## src/logic/fbim_pkg.sv

```systemverilog
/*
 Package for the fieldbus input word bank: word indices, status and command
 bit positions, value bounds and access codes.
 Assumes one 25 MHz clock domain; used by fbim_input_bank, the master model and the bench.
*/
`default_nettype none
package fbim_pkg;
   localparam int unsigned  FBIM_IDX_W        = 6;
   localparam int unsigned  FBIM_WORD_W       = 16;
   localparam logic [5:0]   FBIM_IDX_UNUSED0  = 6'h00;
   localparam logic [5:0]   FBIM_IDX_UNUSED1  = 6'h01;
   localparam logic [5:0]   FBIM_IDX_FREQ     = 6'h02;
   localparam logic [5:0]   FBIM_IDX_VOLT     = 6'h03;
   localparam logic [5:0]   FBIM_IDX_CURR     = 6'h04;
   localparam logic [5:0]   FBIM_IDX_POWER    = 6'h05;
   localparam logic [5:0]   FBIM_IDX_STATUS   = 6'h06;
   localparam logic [5:0]   FBIM_IDX_CMD      = 6'h07;
   localparam logic [15:0]  FBIM_MAX_FREQ     = 16'hffff;
   localparam logic [15:0]  FBIM_MAX_VOLT     = 16'h270f;
   localparam logic [15:0]  FBIM_MAX_CURR     = 16'h270f;
   localparam logic [15:0]  FBIM_MAX_POWER    = 16'h0064;
   localparam logic [15:0]  FBIM_RESET_WORD   = 16'h0000;
   localparam int unsigned  FBIM_ST_SCR_SHORT = 0;
   localparam int unsigned  FBIM_ST_LOAD_OPEN = 1;
   localparam int unsigned  FBIM_ST_OUT_EN    = 2;
   localparam int unsigned  FBIM_ST_CUR_LIM   = 4;
   localparam int unsigned  FBIM_ST_THERMAL   = 5;
   localparam int unsigned  FBIM_ST_COMM      = 6;
   localparam int unsigned  FBIM_ST_DIN1      = 8;
   localparam int unsigned  FBIM_ST_DIN2      = 9;
   localparam int unsigned  FBIM_ST_UNBAL     = 10;
   localparam int unsigned  FBIM_ST_BAKEOUT   = 14;
   localparam int unsigned  FBIM_ST_TH_LATCH  = 15;
   localparam int unsigned  FBIM_CMD_SP_LOCAL = 1;
   localparam int unsigned  FBIM_CMD_OUT_EN   = 2;
   localparam int unsigned  FBIM_CMD_IL_LOCAL = 4;
   localparam logic [15:0]  FBIM_ST_USED_MASK = 16'hc777;
   localparam logic [15:0]  FBIM_CMD_USED_MASK = 16'h0016;
   typedef enum logic [1:0] {
      FBIM_ACC_NONE  = 2'b00,
      FBIM_ACC_READ  = 2'b01,
      FBIM_ACC_WRITE = 2'b11
   } fbim_acc_e;
endpackage : fbim_pkg
`default_nettype wire

```

## src/logic/fbim_input_bank.sv

```systemverilog
/*
 Read-only input word bank seen by a fieldbus master on the secondary port.
 Holds the measured values, status flags and command readback, plus the
 set point source and output enable decisions that follow the command word with read-write port access (the enable
 also needing the digital enable input when that input is configured), else the digital or local inputs.
 Assumes the measurement front end, alarm logic and command holding word
 are synchronous to clk_in; the port adapter presents one access at a time.
*/
`timescale 1ns/10ps
`default_nettype none
// How it works
// - Input words are read-only to the master; writes leave them unchanged.
// - Word index addresses word buses; byte offset is twice the index.
// - Measured values are unsigned and clamped to their documented maxima.
// - Words 2..5 carry frequency, voltage, current and power in their units.
// - Status bit 0 follows the shorted thyristor alarm.
// - Status bit 1 follows the load open-circuit alarm.
// - Status bit 2 shows whether the power output is enabled.
// - Status bit 4 follows the current-limit alarm.
// - Status bit 5 momentary thermal alarm; bit 15 latched thermal alarm.
// - Latched thermal bit holds until the latch is cleared.
// - Status bit 6 follows the communication alarm.
// - Status bit 8 follows digital input one.
// - Status bit 9 follows digital input two.
// - Status bit 10 follows the phase-imbalance alarm.
// - Status bit 14 shows heater bakeout running.
// - Command readback bit 1 shows local set point source.
// - Command readback bit 2 shows output enable command.
// - Command readback bit 4 shows local current limit source.
// - With read-write port access, set point source follows command bit 1 only.
// - With read-write access and enable input, enable needs input and command bit 2.
module fbim_input_bank (
   input  wire logic                  clk_in,
   input  wire logic                  rstn_in,
   // Access from the port adapter
   input  wire fbim_pkg::fbim_acc_e   acc_in,
   input  wire logic                  byte_mode_in,
   input  wire logic [6:0]            addr_in,
   input  wire logic [15:0]           wdata_in,
   output logic      [15:0]           rdata_out,
   output logic                       rvalid_out,
   output logic                       werr_out,
   // Measurements
   input  wire logic [15:0]           freq_in,
   input  wire logic [15:0]           volt_in,
   input  wire logic [15:0]           curr_in,
   input  wire logic [15:0]           power_in,
   // Alarms and inputs
   input  wire logic                  scr_short_in,
   input  wire logic                  load_open_in,
   input  wire logic                  cur_lim_alarm_in,
   input  wire logic                  thermal_in,
   input  wire logic                  thermal_latch_clr_in,
   input  wire logic                  comm_alarm_in,
   input  wire logic                  din1_in,
   input  wire logic                  din2_in,
   input  wire logic                  unbal_alarm_in,
   input  wire logic                  bakeout_in,
   // Command word and configuration
   input  wire logic [15:0]           cmd_word_in,
   input  wire logic                  port_rw_in,
   input  wire logic                  din_sp_cfg_in,
   input  wire logic                  din_sp_level_in,
   input  wire logic                  din_en_cfg_in,
   input  wire logic                  din_en_level_in,
   input  wire logic                  local_sp_in,
   input  wire logic                  local_en_in,
   output logic                       sp_local_out,
   output logic                       out_enable_out
);
   import fbim_pkg::*;

   // ==========================================================
   // Address decode
   function automatic logic [15:0] clamp16(input logic [15:0] v, input logic [15:0] mx);
      clamp16 = (v > mx) ? mx : v;
   endfunction : clamp16

   wire logic [5:0]  word_idx;
   wire logic        addr_odd;
   wire logic        hit_read;
   assign word_idx = byte_mode_in ? addr_in[6:1] : addr_in[5:0];
   assign addr_odd = byte_mode_in ? addr_in[0] : addr_in[6];
   assign hit_read = (acc_in == FBIM_ACC_READ);

   // ==========================================================
   // Control decisions
   wire logic sp_local_d;
   wire logic out_en_d;
   // Digital input ignored for the source once the port can write
   assign sp_local_d = port_rw_in ? cmd_word_in[FBIM_CMD_SP_LOCAL]
                     : (din_sp_cfg_in ? din_sp_level_in : local_sp_in);
   assign out_en_d   = port_rw_in
                     ? (din_en_cfg_in ? (din_en_level_in && cmd_word_in[FBIM_CMD_OUT_EN])
                                      : cmd_word_in[FBIM_CMD_OUT_EN])
                     : (din_en_cfg_in ? din_en_level_in : local_en_in);

   logic sp_local_q;
   logic out_en_q;
   logic th_latch_q;
   logic th_latch_d;
   // Set wins over a clear in the same cycle
   assign th_latch_d = thermal_in ? 1'b1 : (thermal_latch_clr_in ? 1'b0 : th_latch_q);

   always_ff @(posedge clk_in or negedge rstn_in) begin
      if (!rstn_in) begin
         sp_local_q <= 1'b0;
         out_en_q   <= 1'b0;
         th_latch_q <= 1'b0;
      end else begin
         sp_local_q <= sp_local_d;
         out_en_q   <= out_en_d;
         th_latch_q <= th_latch_d;
      end
   end
   assign sp_local_out   = sp_local_q;
   assign out_enable_out = out_en_q;

   // ==========================================================
   // Word assembly
   logic [15:0] status_w;
   logic [15:0] cmd_w;
   always_comb begin
      status_w = FBIM_RESET_WORD;
      status_w[FBIM_ST_SCR_SHORT] = scr_short_in;
      status_w[FBIM_ST_LOAD_OPEN] = load_open_in;
      status_w[FBIM_ST_OUT_EN]    = out_en_q;
      status_w[FBIM_ST_CUR_LIM]   = cur_lim_alarm_in;
      status_w[FBIM_ST_THERMAL]   = thermal_in;
      status_w[FBIM_ST_COMM]      = comm_alarm_in;
      status_w[FBIM_ST_DIN1]      = din1_in;
      status_w[FBIM_ST_DIN2]      = din2_in;
      status_w[FBIM_ST_UNBAL]     = unbal_alarm_in;
      status_w[FBIM_ST_BAKEOUT]   = bakeout_in;
      status_w[FBIM_ST_TH_LATCH]  = th_latch_q;
   end
   assign cmd_w = cmd_word_in & FBIM_CMD_USED_MASK;

   wire logic [15:0] rd_word;
   // Odd byte offsets are not word aligned and read zero
   assign rd_word =
        addr_odd                    ? FBIM_RESET_WORD
      : (word_idx == FBIM_IDX_FREQ)  ? clamp16(freq_in,  FBIM_MAX_FREQ)
      : (word_idx == FBIM_IDX_VOLT)  ? clamp16(volt_in,  FBIM_MAX_VOLT)
      : (word_idx == FBIM_IDX_CURR)  ? clamp16(curr_in,  FBIM_MAX_CURR)
      : (word_idx == FBIM_IDX_POWER) ? clamp16(power_in, FBIM_MAX_POWER)
      : (word_idx == FBIM_IDX_STATUS)? status_w
      : (word_idx == FBIM_IDX_CMD)   ? cmd_w
      : FBIM_RESET_WORD;

   // ==========================================================
   // Read answer; writes only flagged, never stored
   logic [15:0] rdata_q;
   logic        rvalid_q;
   logic        werr_q;
   always_ff @(posedge clk_in or negedge rstn_in) begin
      if (!rstn_in) begin
         rdata_q  <= FBIM_RESET_WORD;
         rvalid_q <= 1'b0;
         werr_q   <= 1'b0;
      end else begin
         rvalid_q <= hit_read;
         werr_q   <= (acc_in == FBIM_ACC_WRITE);
         if (hit_read) begin
            rdata_q <= rd_word;
         end
      end
   end
   assign rdata_out  = rdata_q;
   assign rvalid_out = rvalid_q;
   assign werr_out   = werr_q;

   // ==========================================================
   // Checks
   wire logic [6:0] stat_byte;
   assign stat_byte = {FBIM_IDX_STATUS, 1'b0};
   // Aligned read of a real word, shared by the per-word checks below
   wire logic       rd_ok;
   assign rd_ok = hit_read && !addr_odd;

   latch_hold_a: assert property (@(posedge clk_in) disable iff (!rstn_in)
      th_latch_q && !thermal_latch_clr_in |=> th_latch_q)
      else $error("latched thermal bit dropped without clear");
   latch_set_a: assert property (@(posedge clk_in) disable iff (!rstn_in)
      thermal_in |=> th_latch_q)
      else $error("latched thermal bit not set");
   write_quiet_a: assert property (@(posedge clk_in) disable iff (!rstn_in)
      acc_in == FBIM_ACC_WRITE |=> !rvalid_out && $stable(rdata_out))
      else $error("write disturbed read data");
   unused_zero_a: assert property (@(posedge clk_in) disable iff (!rstn_in)
      hit_read && !addr_odd && word_idx <= FBIM_IDX_UNUSED1 |=> rdata_out == 16'h0000)
      else $error("unused word not zero");
   power_bound_a: assert property (@(posedge clk_in) disable iff (!rstn_in)
      hit_read && !addr_odd && word_idx == FBIM_IDX_POWER |=> rdata_out <= FBIM_MAX_POWER)
      else $error("power above bound");
   volt_bound_a: assert property (@(posedge clk_in) disable iff (!rstn_in)
      hit_read && !addr_odd && word_idx == FBIM_IDX_VOLT |=> rdata_out <= FBIM_MAX_VOLT)
      else $error("voltage above bound");
   status_rsvd_a: assert property (@(posedge clk_in) disable iff (!rstn_in)
      hit_read && !addr_odd && word_idx == FBIM_IDX_STATUS
      |=> (rdata_out & ~FBIM_ST_USED_MASK) == 16'h0000)
      else $error("unused status bit set");
   status_flags_a: assert property (@(posedge clk_in) disable iff (!rstn_in)
      hit_read && !addr_odd && word_idx == FBIM_IDX_STATUS
      |=> rdata_out[FBIM_ST_DIN1] == $past(din1_in)
          && rdata_out[FBIM_ST_SCR_SHORT] == $past(scr_short_in))
      else $error("status flag mismatch");
   byte_map_a: assert property (@(posedge clk_in) disable iff (!rstn_in)
      hit_read && byte_mode_in && addr_in == stat_byte
      |=> rdata_out[FBIM_ST_COMM] == $past(comm_alarm_in))
      else $error("byte offset 12 not status");
   cmd_rb_a: assert property (@(posedge clk_in) disable iff (!rstn_in)
      hit_read && !addr_odd && word_idx == FBIM_IDX_CMD
      |=> rdata_out == ($past(cmd_word_in) & FBIM_CMD_USED_MASK))
      else $error("command readback mismatch");
   sp_follow_a: assert property (@(posedge clk_in) disable iff (!rstn_in)
      port_rw_in |=> sp_local_out == $past(cmd_word_in[FBIM_CMD_SP_LOCAL]))
      else $error("set point source ignores command");
   en_both_a: assert property (@(posedge clk_in) disable iff (!rstn_in)
      port_rw_in && din_en_cfg_in && !din_en_level_in |=> !out_enable_out)
      else $error("enabled without digital input");
   en_status_a: assert property (@(posedge clk_in) disable iff (!rstn_in)
      hit_read && !addr_odd && word_idx == FBIM_IDX_STATUS
      |=> rdata_out[FBIM_ST_OUT_EN] == $past(out_en_q))
      else $error("enable status mismatch");

   // ==========================================================
   // Per-word content checks
   freq_word_a: assert property (@(posedge clk_in) disable iff (!rstn_in)
      rd_ok && word_idx == FBIM_IDX_FREQ
      |=> rdata_out == $past(freq_in))
      else $error("frequency word mismatch");
   volt_word_a: assert property (@(posedge clk_in) disable iff (!rstn_in)
      rd_ok && word_idx == FBIM_IDX_VOLT
      |=> rdata_out == (($past(volt_in) > FBIM_MAX_VOLT) ? FBIM_MAX_VOLT : $past(volt_in)))
      else $error("voltage word mismatch");
   power_word_a: assert property (@(posedge clk_in) disable iff (!rstn_in)
      rd_ok && word_idx == FBIM_IDX_POWER
      |=> rdata_out == (($past(power_in) > FBIM_MAX_POWER) ? FBIM_MAX_POWER : $past(power_in)))
      else $error("power word mismatch");
   curr_bound_a: assert property (@(posedge clk_in) disable iff (!rstn_in)
      rd_ok && word_idx == FBIM_IDX_CURR
      |=> rdata_out <= FBIM_MAX_CURR)
      else $error("current above bound");

   // ==========================================================
   // Status bit checks
   load_open_a: assert property (@(posedge clk_in) disable iff (!rstn_in)
      rd_ok && word_idx == FBIM_IDX_STATUS
      |=> rdata_out[FBIM_ST_LOAD_OPEN] == $past(load_open_in))
      else $error("load open bit mismatch");
   cur_lim_a: assert property (@(posedge clk_in) disable iff (!rstn_in)
      rd_ok && word_idx == FBIM_IDX_STATUS
      |=> rdata_out[FBIM_ST_CUR_LIM] == $past(cur_lim_alarm_in))
      else $error("current limit bit mismatch");
   thermal_now_a: assert property (@(posedge clk_in) disable iff (!rstn_in)
      rd_ok && word_idx == FBIM_IDX_STATUS
      |=> rdata_out[FBIM_ST_THERMAL] == $past(thermal_in))
      else $error("thermal bit mismatch");
   latch_status_a: assert property (@(posedge clk_in) disable iff (!rstn_in)
      rd_ok && word_idx == FBIM_IDX_STATUS
      |=> rdata_out[FBIM_ST_TH_LATCH] == $past(th_latch_q))
      else $error("latched thermal bit mismatch");
   latch_clear_a: assert property (@(posedge clk_in) disable iff (!rstn_in)
      thermal_latch_clr_in && !thermal_in
      |=> !th_latch_q)
      else $error("latch not cleared");
   comm_flag_a: assert property (@(posedge clk_in) disable iff (!rstn_in)
      rd_ok && word_idx == FBIM_IDX_STATUS
      |=> rdata_out[FBIM_ST_COMM] == $past(comm_alarm_in))
      else $error("communication bit mismatch");
   din_two_a: assert property (@(posedge clk_in) disable iff (!rstn_in)
      rd_ok && word_idx == FBIM_IDX_STATUS
      |=> rdata_out[FBIM_ST_DIN2] == $past(din2_in))
      else $error("second input bit mismatch");
   unbal_flag_a: assert property (@(posedge clk_in) disable iff (!rstn_in)
      rd_ok && word_idx == FBIM_IDX_STATUS
      |=> rdata_out[FBIM_ST_UNBAL] == $past(unbal_alarm_in))
      else $error("imbalance bit mismatch");
   bakeout_flag_a: assert property (@(posedge clk_in) disable iff (!rstn_in)
      rd_ok && word_idx == FBIM_IDX_STATUS
      |=> rdata_out[FBIM_ST_BAKEOUT] == $past(bakeout_in))
      else $error("bakeout bit mismatch");
   word_map_a: assert property (@(posedge clk_in) disable iff (!rstn_in)
      hit_read && !byte_mode_in && addr_in == {1'b0, FBIM_IDX_STATUS}
      |=> rdata_out[FBIM_ST_DIN1] == $past(din1_in))
      else $error("word index 6 not status");

   // ==========================================================
   // Command readback checks
   sp_readback_a: assert property (@(posedge clk_in) disable iff (!rstn_in)
      rd_ok && word_idx == FBIM_IDX_CMD
      |=> rdata_out[FBIM_CMD_SP_LOCAL] == $past(cmd_word_in[FBIM_CMD_SP_LOCAL]))
      else $error("set point source bit mismatch");
   il_readback_a: assert property (@(posedge clk_in) disable iff (!rstn_in)
      rd_ok && word_idx == FBIM_IDX_CMD
      |=> rdata_out[FBIM_CMD_IL_LOCAL] == $past(cmd_word_in[FBIM_CMD_IL_LOCAL]))
      else $error("current limit source bit mismatch");
   cmd_rsvd_a: assert property (@(posedge clk_in) disable iff (!rstn_in)
      rd_ok && word_idx == FBIM_IDX_CMD
      |=> (rdata_out & ~FBIM_CMD_USED_MASK) == 16'h0000)
      else $error("unused command bit set");

   // ==========================================================
   // Access handshake checks, then the output enable follow check
   odd_zero_a: assert property (@(posedge clk_in) disable iff (!rstn_in)
      hit_read && addr_odd
      |=> rdata_out == 16'h0000)
      else $error("odd offset not zero");
   read_pulse_a: assert property (@(posedge clk_in) disable iff (!rstn_in)
      hit_read
      |=> rvalid_out && !werr_out)
      else $error("read answer missing");
   write_flag_a: assert property (@(posedge clk_in) disable iff (!rstn_in)
      acc_in == FBIM_ACC_WRITE
      |=> werr_out)
      else $error("write not flagged");
   idle_quiet_a: assert property (@(posedge clk_in) disable iff (!rstn_in)
      acc_in == FBIM_ACC_NONE
      |=> !rvalid_out && !werr_out)
      else $error("answer without request");
   en_follow_a: assert property (@(posedge clk_in) disable iff (!rstn_in)
      port_rw_in && din_en_cfg_in && din_en_level_in && cmd_word_in[FBIM_CMD_OUT_EN]
      |=> out_enable_out)
      else $error("enable missing with both on");

   cov_status_read: cover property (@(posedge clk_in) disable iff (!rstn_in)
      hit_read && word_idx == FBIM_IDX_STATUS ##1 rvalid_out);
   cov_latch_clear: cover property (@(posedge clk_in) disable iff (!rstn_in)
      th_latch_q ##1 thermal_latch_clr_in ##1 !th_latch_q);
   cov_write_try: cover property (@(posedge clk_in) disable iff (!rstn_in)
      acc_in == FBIM_ACC_WRITE ##1 werr_out);
   cov_en_both: cover property (@(posedge clk_in) disable iff (!rstn_in)
      port_rw_in && din_en_cfg_in && din_en_level_in ##1 out_enable_out);
   cov_sp_local: cover property (@(posedge clk_in) disable iff (!rstn_in)
      port_rw_in && cmd_word_in[FBIM_CMD_SP_LOCAL] ##1 sp_local_out);
endmodule : fbim_input_bank
`default_nettype wire

```

## config.mk

```make
export PLATFORM = sky130hd
export DESIGN_NAME = fbim_input_bank
export DESIGN_NICKNAME = d
export VERILOG_FILES = /design/src/logic/fbim_pkg.sv /design/src/logic/fbim_input_bank.sv
export SDC_FILE = /design/constraint.sdc
export NUM_CORES = 1
export LEC_CHECK = 0
export BUFFER_PORTS_ARGS = -buffer_cell sky130_fd_sc_hd__buf_2
export CORE_ASPECT_RATIO = 1.2
export CORE_MARGIN = 4
export CORE_UTILIZATION = 37
export DETAILED_ROUTE_END_ITERATION = 7
export MAX_ROUTING_LAYER = met4
export PLACE_DENSITY = 0.82
export RECOVER_POWER = 50
export SYNTH_ARGS = -nofsm -noshare
export SYNTH_HDL_FRONTEND = slang
export SYNTH_SLANG_ARGS = --single-unit
```

## constraint.sdc

```tcl
create_clock -name clk_in -period 1.2 [get_ports clk_in]
set_clock_uncertainty 0.15 [all_clocks]
set_input_delay 0.06 -clock clk_in [delete_from_list [all_inputs] [get_ports clk_in]]
set_output_delay 0.06 -clock clk_in [all_outputs]
set_load 0.01 [all_outputs]
```

==> flow_summary.toml, run 1 <==
[synth]
ys.flop_type = "dfrtp_1"
syn_inst = 187
ys_seq_elements = 21
synth_edf_count = 0
synthArstFlopShare_pct = 100
synth.distinct_cells = 45
synth_seq_area_share_pct = 33.0
synth.avg_cell_area_sq_um = 8.50
syn_nets = 312
synth_warnings = 0
netlist_area_sq_mm = 0.00159

[floorplanning]
die_w_microns = 67.8
rows = 25
initial_core_util_pct = 39.4
core_sq_mm = 0.00404
die_h_microns = 79.8
io_pins = 145
die-area_sq_mm = 0.00542

[hold_path]
hold_path.class = "in -> reg"
holdPathStages = 3

[sta]
finalSetupViolCount = 16
final_max_slew_viol_count = 0
period_needed_ns = 1.69
fin_tns_setup_ns = -5.98
rsz0062_at_grt = "true"
max_freq_mhz = 591
fin_ws_ns = -0.491
period_share_pct = 141
tightest_slew_ns = 0.595
hold_violations = 0
slew_headroom_pct = 60.3

[power]
p_total_mw = 2.15
power_density_mw_per_mm2 = 590
p_leak_nw = 1.76
peakVddDrop_mv = 0.417

[cts]
h-tree-depth = 1
cts_tree = "built"
clkSlewWorstSetupHoldPaths_ns = 0.09
worstSkewPairLatency_ns = 0.28
cts_buffers = 3
clkSinkCount = 21
clockBufferDepth = 2
cts_root_buf = "clkbuf_8"

[critical_path]
required_ns = 1.21
cp.arrival_ns = 1.70
rr_worst_depth = 3
endpoint_kind = "flip-flop"
critPathKind = "in -> reg"
cp_max_fo = 5
cp-start-kind = "input port"

[drt]
drt_first_pass_iters = 6
drt_iter0_markers = 496
wl_mm = 11.0
via_count = 3003
wl_per_cell_microns = 23.2
drc = 0
postRouteAntennaNets = 0
viasPerCell = 6.32

[final_layout]
final_common_cell = "buf_2"
final_cell_mix = "buf_2, buf_4, dlygate4sd3_1"
layout.nets = 546
final_layout_size_suffix_gt1_share_pct = 58.6
final_util_pct = 90.2
area_delta_synth_final_pct = 129
instances_no_fill = 475

[place]
pre_cts_slack_ns = -0.672
io_buffers = 115
place_congestion = 1.01
dp.cells = 416
dp_hpwl_mm = 5.63

[run_status]
violations = "negative setup slack"
status = "finished, violations left"

[global_routing]
grt-ovfl-total = 0
grt.total_usage_pct = 34.6
grt_max_degree = 22
grt_pass1_wl_mm = 13.7
grt_pass1_vias = 2942
antenna_found_initial = 0

[run]
max_cap_violations = 0
## path summary, 6_finish.rpt
check	startpoint	slack (ns)	endpoint
worst min register to register	th_latch_q	0.34	th_latch_q
worst max register to register	out_enable_out	-0.01	rdata_out[2]
max in group asynchronous	rstn_in	0.33	rdata_out[14]
worst min-delay path	freq_in[7]	0.007	rdata_out[7]
worst max-delay path	byte_mode_in	-0.49	rdata_out[6]
min in group asynchronous	rstn_in	0.17	rvalid_out
## power breakdown
| part | internal [mW] | switching (mW) |
|---|---|---|
| Clock | 0.239 | 0.285 |
| Sequential | 0.733 | 0.0136 |
| Combinational | 0.470 | 0.407 |
| Total | 1.44 | 0.705 |
## cells in the mapped netlist, drive strengths merged, types with 2 or more instances
| master | instances | area [sq um] |
|---|---|---|
| or3 | 4 | 25.0 |
| nor3b | 4 | 41.3 |
| nor4 | 3 | 18.8 |
| nand3 | 4 | 20.0 |
| o22a | 2 | 17.5 |
| a211oi | 4 | 35.0 |
| a22oi | 12 | 90.1 |
| o211ai | 3 | 32.5 |
| a31oi | 7 | 43.8 |
| mux2i | 5 | 62.6 |
| and2 | 2 | 12.5 |
| nor3 | 8 | 45.0 |
| buf | 6 | 38.8 |
| inv | 8 | 30.0 |
| a21oi | 8 | 40.0 |
| a221oi | 5 | 43.8 |
| nor2b | 2 | 12.5 |
| nand2 | 15 | 58.8 |
| nand4 | 3 | 18.8 |
| clkbuf | 2 | 7.51 |
| o31ai | 3 | 22.5 |
| dfrtp | 21 | 526 |
| o221ai | 8 | 70.1 |
| o21ai | 22 | 110 |
| nor2 | 13 | 48.8 |
| and3b | 3 | 26.3 |
## routing by layer
layer  routed length [microns]  up-vias  global-route usage [%]
li1                          -     1208                       -
met1                      3410     1389                    33.7
met2                      5430      304                    63.3
met3                      1350      102                    5.07
met4                       827        0                    19.7
met5                         0        -                       -
## through the flow
| stage | area [sq um] | hold slack [ns] |
|---|---|---|
| floorplan | 1660 | -0.386 |
| global placement | 2740 | -0.108 |
| detailed placement | 2740 | -0.106 |
| CTS | 3510 | 0.0000978 |
| global route | 3640 | 0.0264 |
| finish | 3640 | 0.00691 |
## repair_timing
| item | in CTS | in global routing |
|---|---|---|
| resized for setup | 49 | 16 |
| hold buffers | 43 | 0 |
| endpoints found under the hold margin | 41 | 0 |
| buffers inserted | 9 | 4 |
| pin swaps | 22 | 17 |
| endpoints found under the setup margin | 16 | 16 |
| gates cloned | 0 | 0 |
## critical path: stages
cell and delay (ns):
buf_12 0.11, buf_6 0.12, and3b_1 0.20, buf_4 0.17, o221ai_4 0.24, buf_4 0.17
nand3_1 0.21, a21oi_1 0.29, o31ai_1 0.12
## final cells by class
| class | count | area, sq um |
|---|---|---|
| antenna | 1 | 2.50 |
| inverter | 8 | 30.0 |
| timing repair buffer | 237 | 1690 |
| sequential | 21 | 526 |
| multi-input combinational | 150 | 1270 |
| clock buffer | 4 | 45.0 |
| tap | 54 | 67.6 |
| fill | 176 | 397 |
## state kept, by name, indices dropped and copies added (netlist names)
| register | count |
|---|---|
| werr_out | 1 |
| rdata_out | 16 |
| out_enable_out | 1 |
| sp_local_out | 1 |
| rvalid_out | 1 |
| th_latch_q | 1 |
## logic make-up (layout without fill, tap and decap cells)
group / count (synthesis) / in the layout / share of synthesized area (%)
other: 0 / 1 / 0
buffers and inverters: 16 / 249 / 4.80
AOI/OAI and AO/OA: 81 / 81 / 35.9
DFF: 21 / 21 / 33.0
muxes: 6 / 6 / 4.64
and+or+nand+nor: 63 / 63 / 21.6
(Power assumes the default switching activity.)
==> run 2, diff against run 1 <==
CORE_ASPECT_RATIO = 1.75   (was 1.2)
==> run 2 against run 1 <==
Compared with the run above:
- the flow still finishes with violations (negative setup slack)
- maximum frequency grew 2.2%
- count of clock-buffer cells in the layout down 1
- via count fell by 4.7%
- clock power decreased by 5.9%
- non-clock buffer count shrank 13
- power is 2.4% lower
- combinational power decreased by 2.6%
- worst hold slack gained 0.0094 ns
- setup slack improved by 0.036 ns
- final area decreased by 1.0%
- critical path depth unchanged
- die area grew 0.69%
==> flow_summary.toml, run 2 (synthesis gave the netlist of run 1 again) <==
[global_routing]
antenna_found_initial = 0
grt_max_degree = 22
grt_pass1_wl_mm = 13.1
grt-ovfl-total = 0
grt_pass1_vias = 2810
grt.total_usage_pct = 32.1

[run_status]
status = "finished, violations left"
violations = "negative setup slack"

[final_layout]
design_area_sq_mm = 0.00360
final_cell_mix = "buf_2, buf_4, dlygate4sd3_1"
final_util_pct = 86.8
layout.nets = 533
final_common_cell = "buf_2"
instances_no_fill = 456
largest-register = "rdata_out"
area_delta_synth_final_pct = 127
antenna_cells = 0
largest_register_ff_count = 16
final_layout_size_suffix_gt1_share_pct = 59.7

[drt]
drt_first_pass_iters = 6
viasPerCell = 6.28
wl_mm = 10.6
postRouteAntennaNets = 0
drc = 0
via_count = 2862
drt_iter0_markers = 217
wl_per_cell_microns = 23.3

[cts]
clkSinkCount = 21
clkSlewWorstSetupHoldPaths_ns = 0.08
cts_tree = "built"
cts_root_buf = "clkbuf_8"
h-tree-depth = 1
clockBufferDepth = 2
worstSkewPairLatency_ns = 0.27
cts_buffers = 3

[power]
power_density_mw_per_mm2 = 581
peakVddDrop_mv = 0.487
p_total_mw = 2.09
p_leak_nw = 1.72

[place]
place_congestion = 0.884
pre_cts_slack_ns = -0.675
io_buffers = 115
dp_hpwl_mm = 5.71
placed_area_sq_mm = 0.00269
dp.cells = 403

[critical_path]
endpoint_kind = "flip-flop"
cp_max_fo = 6
cp-start-kind = "input port"
critPathKind = "in -> reg"
cp.arrival_ns = 1.68
required_ns = 1.23

[sta]
tightest_slew_ns = 0.564
hold_violations = 0
rsz0062_at_grt = "true"
finalSetupViolCount = 16
period_share_pct = 138
max_freq_mhz = 604
fin_ws_ns = -0.455
slew_headroom_pct = 62.4
worst_hold_slack_ns = 0.0163
fin_tns_setup_ns = -5.31
period_needed_ns = 1.66
final_max_slew_viol_count = 0

[floorplanning]
io_pins = 145
die-area_sq_mm = 0.00545
core_sq_mm = 0.00415
initial_core_util_pct = 38.3
rows = 31
die_h_microns = 94.7
die_w_microns = 57.6

[hold_path]
hold_path.class = "in -> reg"

[run]
max_cap_violations = 0
==> run 2: final cells by class <==
class | instances | area (sq um)
clock buffer | 3 | 41.3
tap | 49 | 61.3
multi-input combinational | 150 | 1360
sequential | 21 | 526
fill | 202 | 548
inverter | 8 | 30.0
timing repair buffer | 224 | 1580
clock inverter | 1 | 5.00
==> run 2: worst paths after layout <==
check                                     from            end  slack (ns)  cells after the start
worst max-delay path              byte_mode_in   rdata_out[4]       -0.46                      9
max in group asynchronous              rstn_in     th_latch_q        0.37                      2
worst min register to register   rdata_out[11]  rdata_out[11]        0.35                      2
worst max register to register  out_enable_out   rdata_out[2]        0.02                      3
worst min-delay path                volt_in[3]   rdata_out[3]        0.02                      3
min in group asynchronous              rstn_in  rdata_out[15]        0.16                      2
==> run 2: what timing repair did <==
item / CTS / global route
setup endpoints to repair: 16 / 16
hold buffers: 39 / 1
pin swaps: 22 / 21
hold endpoints to repair: 41 / 1
setup buffers: 5 / 5
resized for setup: 35 / 44
==> run 2: per-layer routing <==
layer  wire [microns]  GRT usage, %  vias up  part of all wire (%)
met2             5590          59.6      261                    53
met1             3400          31.9     1345                    32
li1                 -             -     1175                     -
met5                0             -        -                     0
met3              868          2.87       81                   8.2
met4              783          17.6        0                   7.4
==> run 2: worst max-delay path, stage by stage <==
cell and delay (ns):
buf_12 0.11, buf_12 0.13, nor3b_4 0.23, buf_4 0.16
o221ai_4 0.11, a311oi_2 0.36, buf_4 0.23, a211oi_1 0.09
o21ai_1 0.20
==> run 2: power breakdown <==
group / internal, mW / total [mW] / leakage, nW / switching (mW)
Sequential: 0.732 / 0.749 / 0.283 / 0.0163
Clock: 0.232 / 0.492 / 0.0255 / 0.260
Combinational: 0.453 / 0.853 / 1.41 / 0.400
Total: 1.42 / 2.09 / 1.72 / 0.676
==> run 3, diff against run 2 <==
PLACE_DENSITY = 0.9   (was 0.82)
==> run 3 against run 2 <==
Compared with the run above:
- the run ends with negative hold slack, negative setup slack left
- power increased by 0.85%
- sequential share of layout area increased by 0.081 points
- register-to-register slack improved by 0.03 ns
- via count increased by 1.3%
- critical path depth decreased by 3
- worst hold slack got worse by 0.017 ns
- die area unchanged
- final area decreased by 0.56%
- sequential power about the same
- cell count increased by 0.88%
- highest routed layer unchanged
==> flow_summary.toml, run 3 (synthesis gave the netlist of run 1 again) <==
[run_status]
violations = "negative hold slack, negative setup slack"
status = "finished, violations left"

[floorplanning]
die_w_microns = 57.6
core_sq_mm = 0.00415
die_h_microns = 94.7
rows = 31
initial_core_util_pct = 38.3
io_pins = 145
die-area_sq_mm = 0.00545

[place]
dp_hpwl_mm = 5.79
io_buffers = 115
place_congestion = 0.928

[critical_path]
critPathMaxStageDelay_ns = 0.61
required_ns = 1.19
rr_worst_depth = 3
critPathKind = "in -> reg"
worstReg2RegEnd = "rdata_out[2]"
slowest_stage = "or4b_4"
endpoint_kind = "flip-flop"
cp_cell_sequence = "buf_8 > nor4_4 > nor2_2 > or4b_4 > o221ai_1 > o21ai_1"
r2r-start = "out_enable_out"
rrSetupSlack_ns = 0.05
cp-start-kind = "input port"
cp.arrival_ns = 1.55
critPathTopFamily = "simple AND/OR/NAND/NOR gates"
path_buf_inv = 1
cp_max_fo = 7

[final_layout]
layout.nets = 536
final_util_pct = 86.3
final_layout_size_suffix_gt1_share_pct = 58.3
area_delta_synth_final_pct = 125
largest_register_ff_count = 16
final_common_cell = "buf_2"
largest-register = "rdata_out"
final_cell_mix = "buf_2, buf_4, dlygate4sd3_1"
fillers = 208

[sta]
fin_tns_setup_ns = -4.01
hold_violations = 1
worst_hold_slack_ns = -0.00103
slew_headroom_pct = 61.1
final_max_slew_viol_count = 0
period_share_pct = 130
max_freq_mhz = 641
period_needed_ns = 1.56
tightest_slew_ns = 0.584
rsz0062_at_grt = "true"
finalSetupViolCount = 16
fin_ws_ns = -0.359

[cts]
worstSkewPairLatency_ns = 0.27
cts_buffers = 3
clockBufferDepth = 2
h-tree-depth = 1
clkSlewWorstSetupHoldPaths_ns = 0.09
cts_tree = "built"
cts_root_buf = "clkbuf_8"
clkSinkCount = 21

[drt]
highest_layer = "met4"
wl_met1_mm = 3.33
viasPerCell = 6.30
postRouteAntennaNets = 0
wl_met3_microns = 828
via_count = 2900
wl_per_cell_microns = 22.7
drt_first_pass_iters = 5
dr_wl_met2_mm = 5.46
drc = 0
drt_iter0_markers = 304
wl_mm = 10.4

[run]
max_cap_violations = 0

[power]
p_leak_nw = 1.72
power_density_mw_per_mm2 = 589
peakVddDrop_mv = 0.588

[global_routing]
antenna_found_initial = 0
grt_max_degree = 22
grt_pass1_vias = 2959
grt_pass1_wl_mm = 14.8
grt-ovfl-total = 0
grt.total_usage_pct = 36.9

[hold_path]
holdPathStages = 3
min_delay_worst_endpoint = "rdata_out[2]"
hp-start = "curr_in[2]"
hold_path.class = "in -> reg"
==> run 3: cell count changes in the layout (fill, tap and decap cells not counted), sizes merged <==
cell         previous run  this run
buf                   182       181
bufbuf                  0         1
clkbuf                  5         6
clkinv                  1         0
diode                   0         1
dlygate4sd3            40        43
==> run 3: per-stage QoR <==
stage	worst slack [ns]	total power, mW	instance area, sq um	std cells
floorplan	-0.431	0.953	1660	187
global placement	-0.654	1.29	2640	398
detailed placement	-0.745	1.31	2640	398
CTS	-0.211	1.98	3460	454
global route	-0.377	2.16	3580	459
finish	-0.359	2.11	3580	460
==> run 3: area by class of cell <==
cell class                 count  area (sq um)  area share, %
antenna                        1          2.50         0.0699
sequential                    21           526           14.7
inverter                       8          30.0          0.838
tap                           49          61.3           1.71
timing repair buffer         227          1650           46.1
clock buffer                   4          45.0           1.26
multi-input combinational    150          1260           35.3
==> run 3: metal layers <==
layer  vias to the layer above  global-route usage (%)
li1                       1188                       -
met1                      1360                    35.3
met2                       252                    66.8
met3                       100                    5.75
met4                         0                    23.4
met5                         -                       -
==> run 3: worst reg2reg max path, delay by kind of cell, from the launching register on <==
kind | cells | cell delay (ns)
flip-flops | 1 | 0.36
AO/OA/AOI/OAI | 3 | 0.55
==> run 3: timing repair <==
| item | in CTS | in global routing |
|---|---|---|
| setup buffers | 8 | 5 |
| gates resized for setup | 57 | 23 |
| hold endpoints to repair | 41 | 0 |
| pin swaps | 28 | 16 |
| hold buffers | 43 | 0 |
| setup endpoints to repair | 16 | 16 |
| cloned | 1 | 1 |
==> run 3: worst max path at each step <==
stage                      start       endpoint  cells past startpoint
finish                volt_in[4]   rdata_out[0]                      6
detailed placement  byte_mode_in   rdata_out[2]                      8
global route          volt_in[4]  rdata_out[10]                      6
floorplan           byte_mode_in   rdata_out[0]                      7
CTS                   volt_in[4]   rdata_out[2]                      6
global placement    byte_mode_in   rdata_out[3]                      6
==> run 3: report_power, final <==
part           switching [mW]  total [mW]  internal (mW)
logic                   0.384       0.854          0.470
registers              0.0151       0.748          0.733
clock network           0.272       0.510          0.238
total                   0.671        2.11           1.44
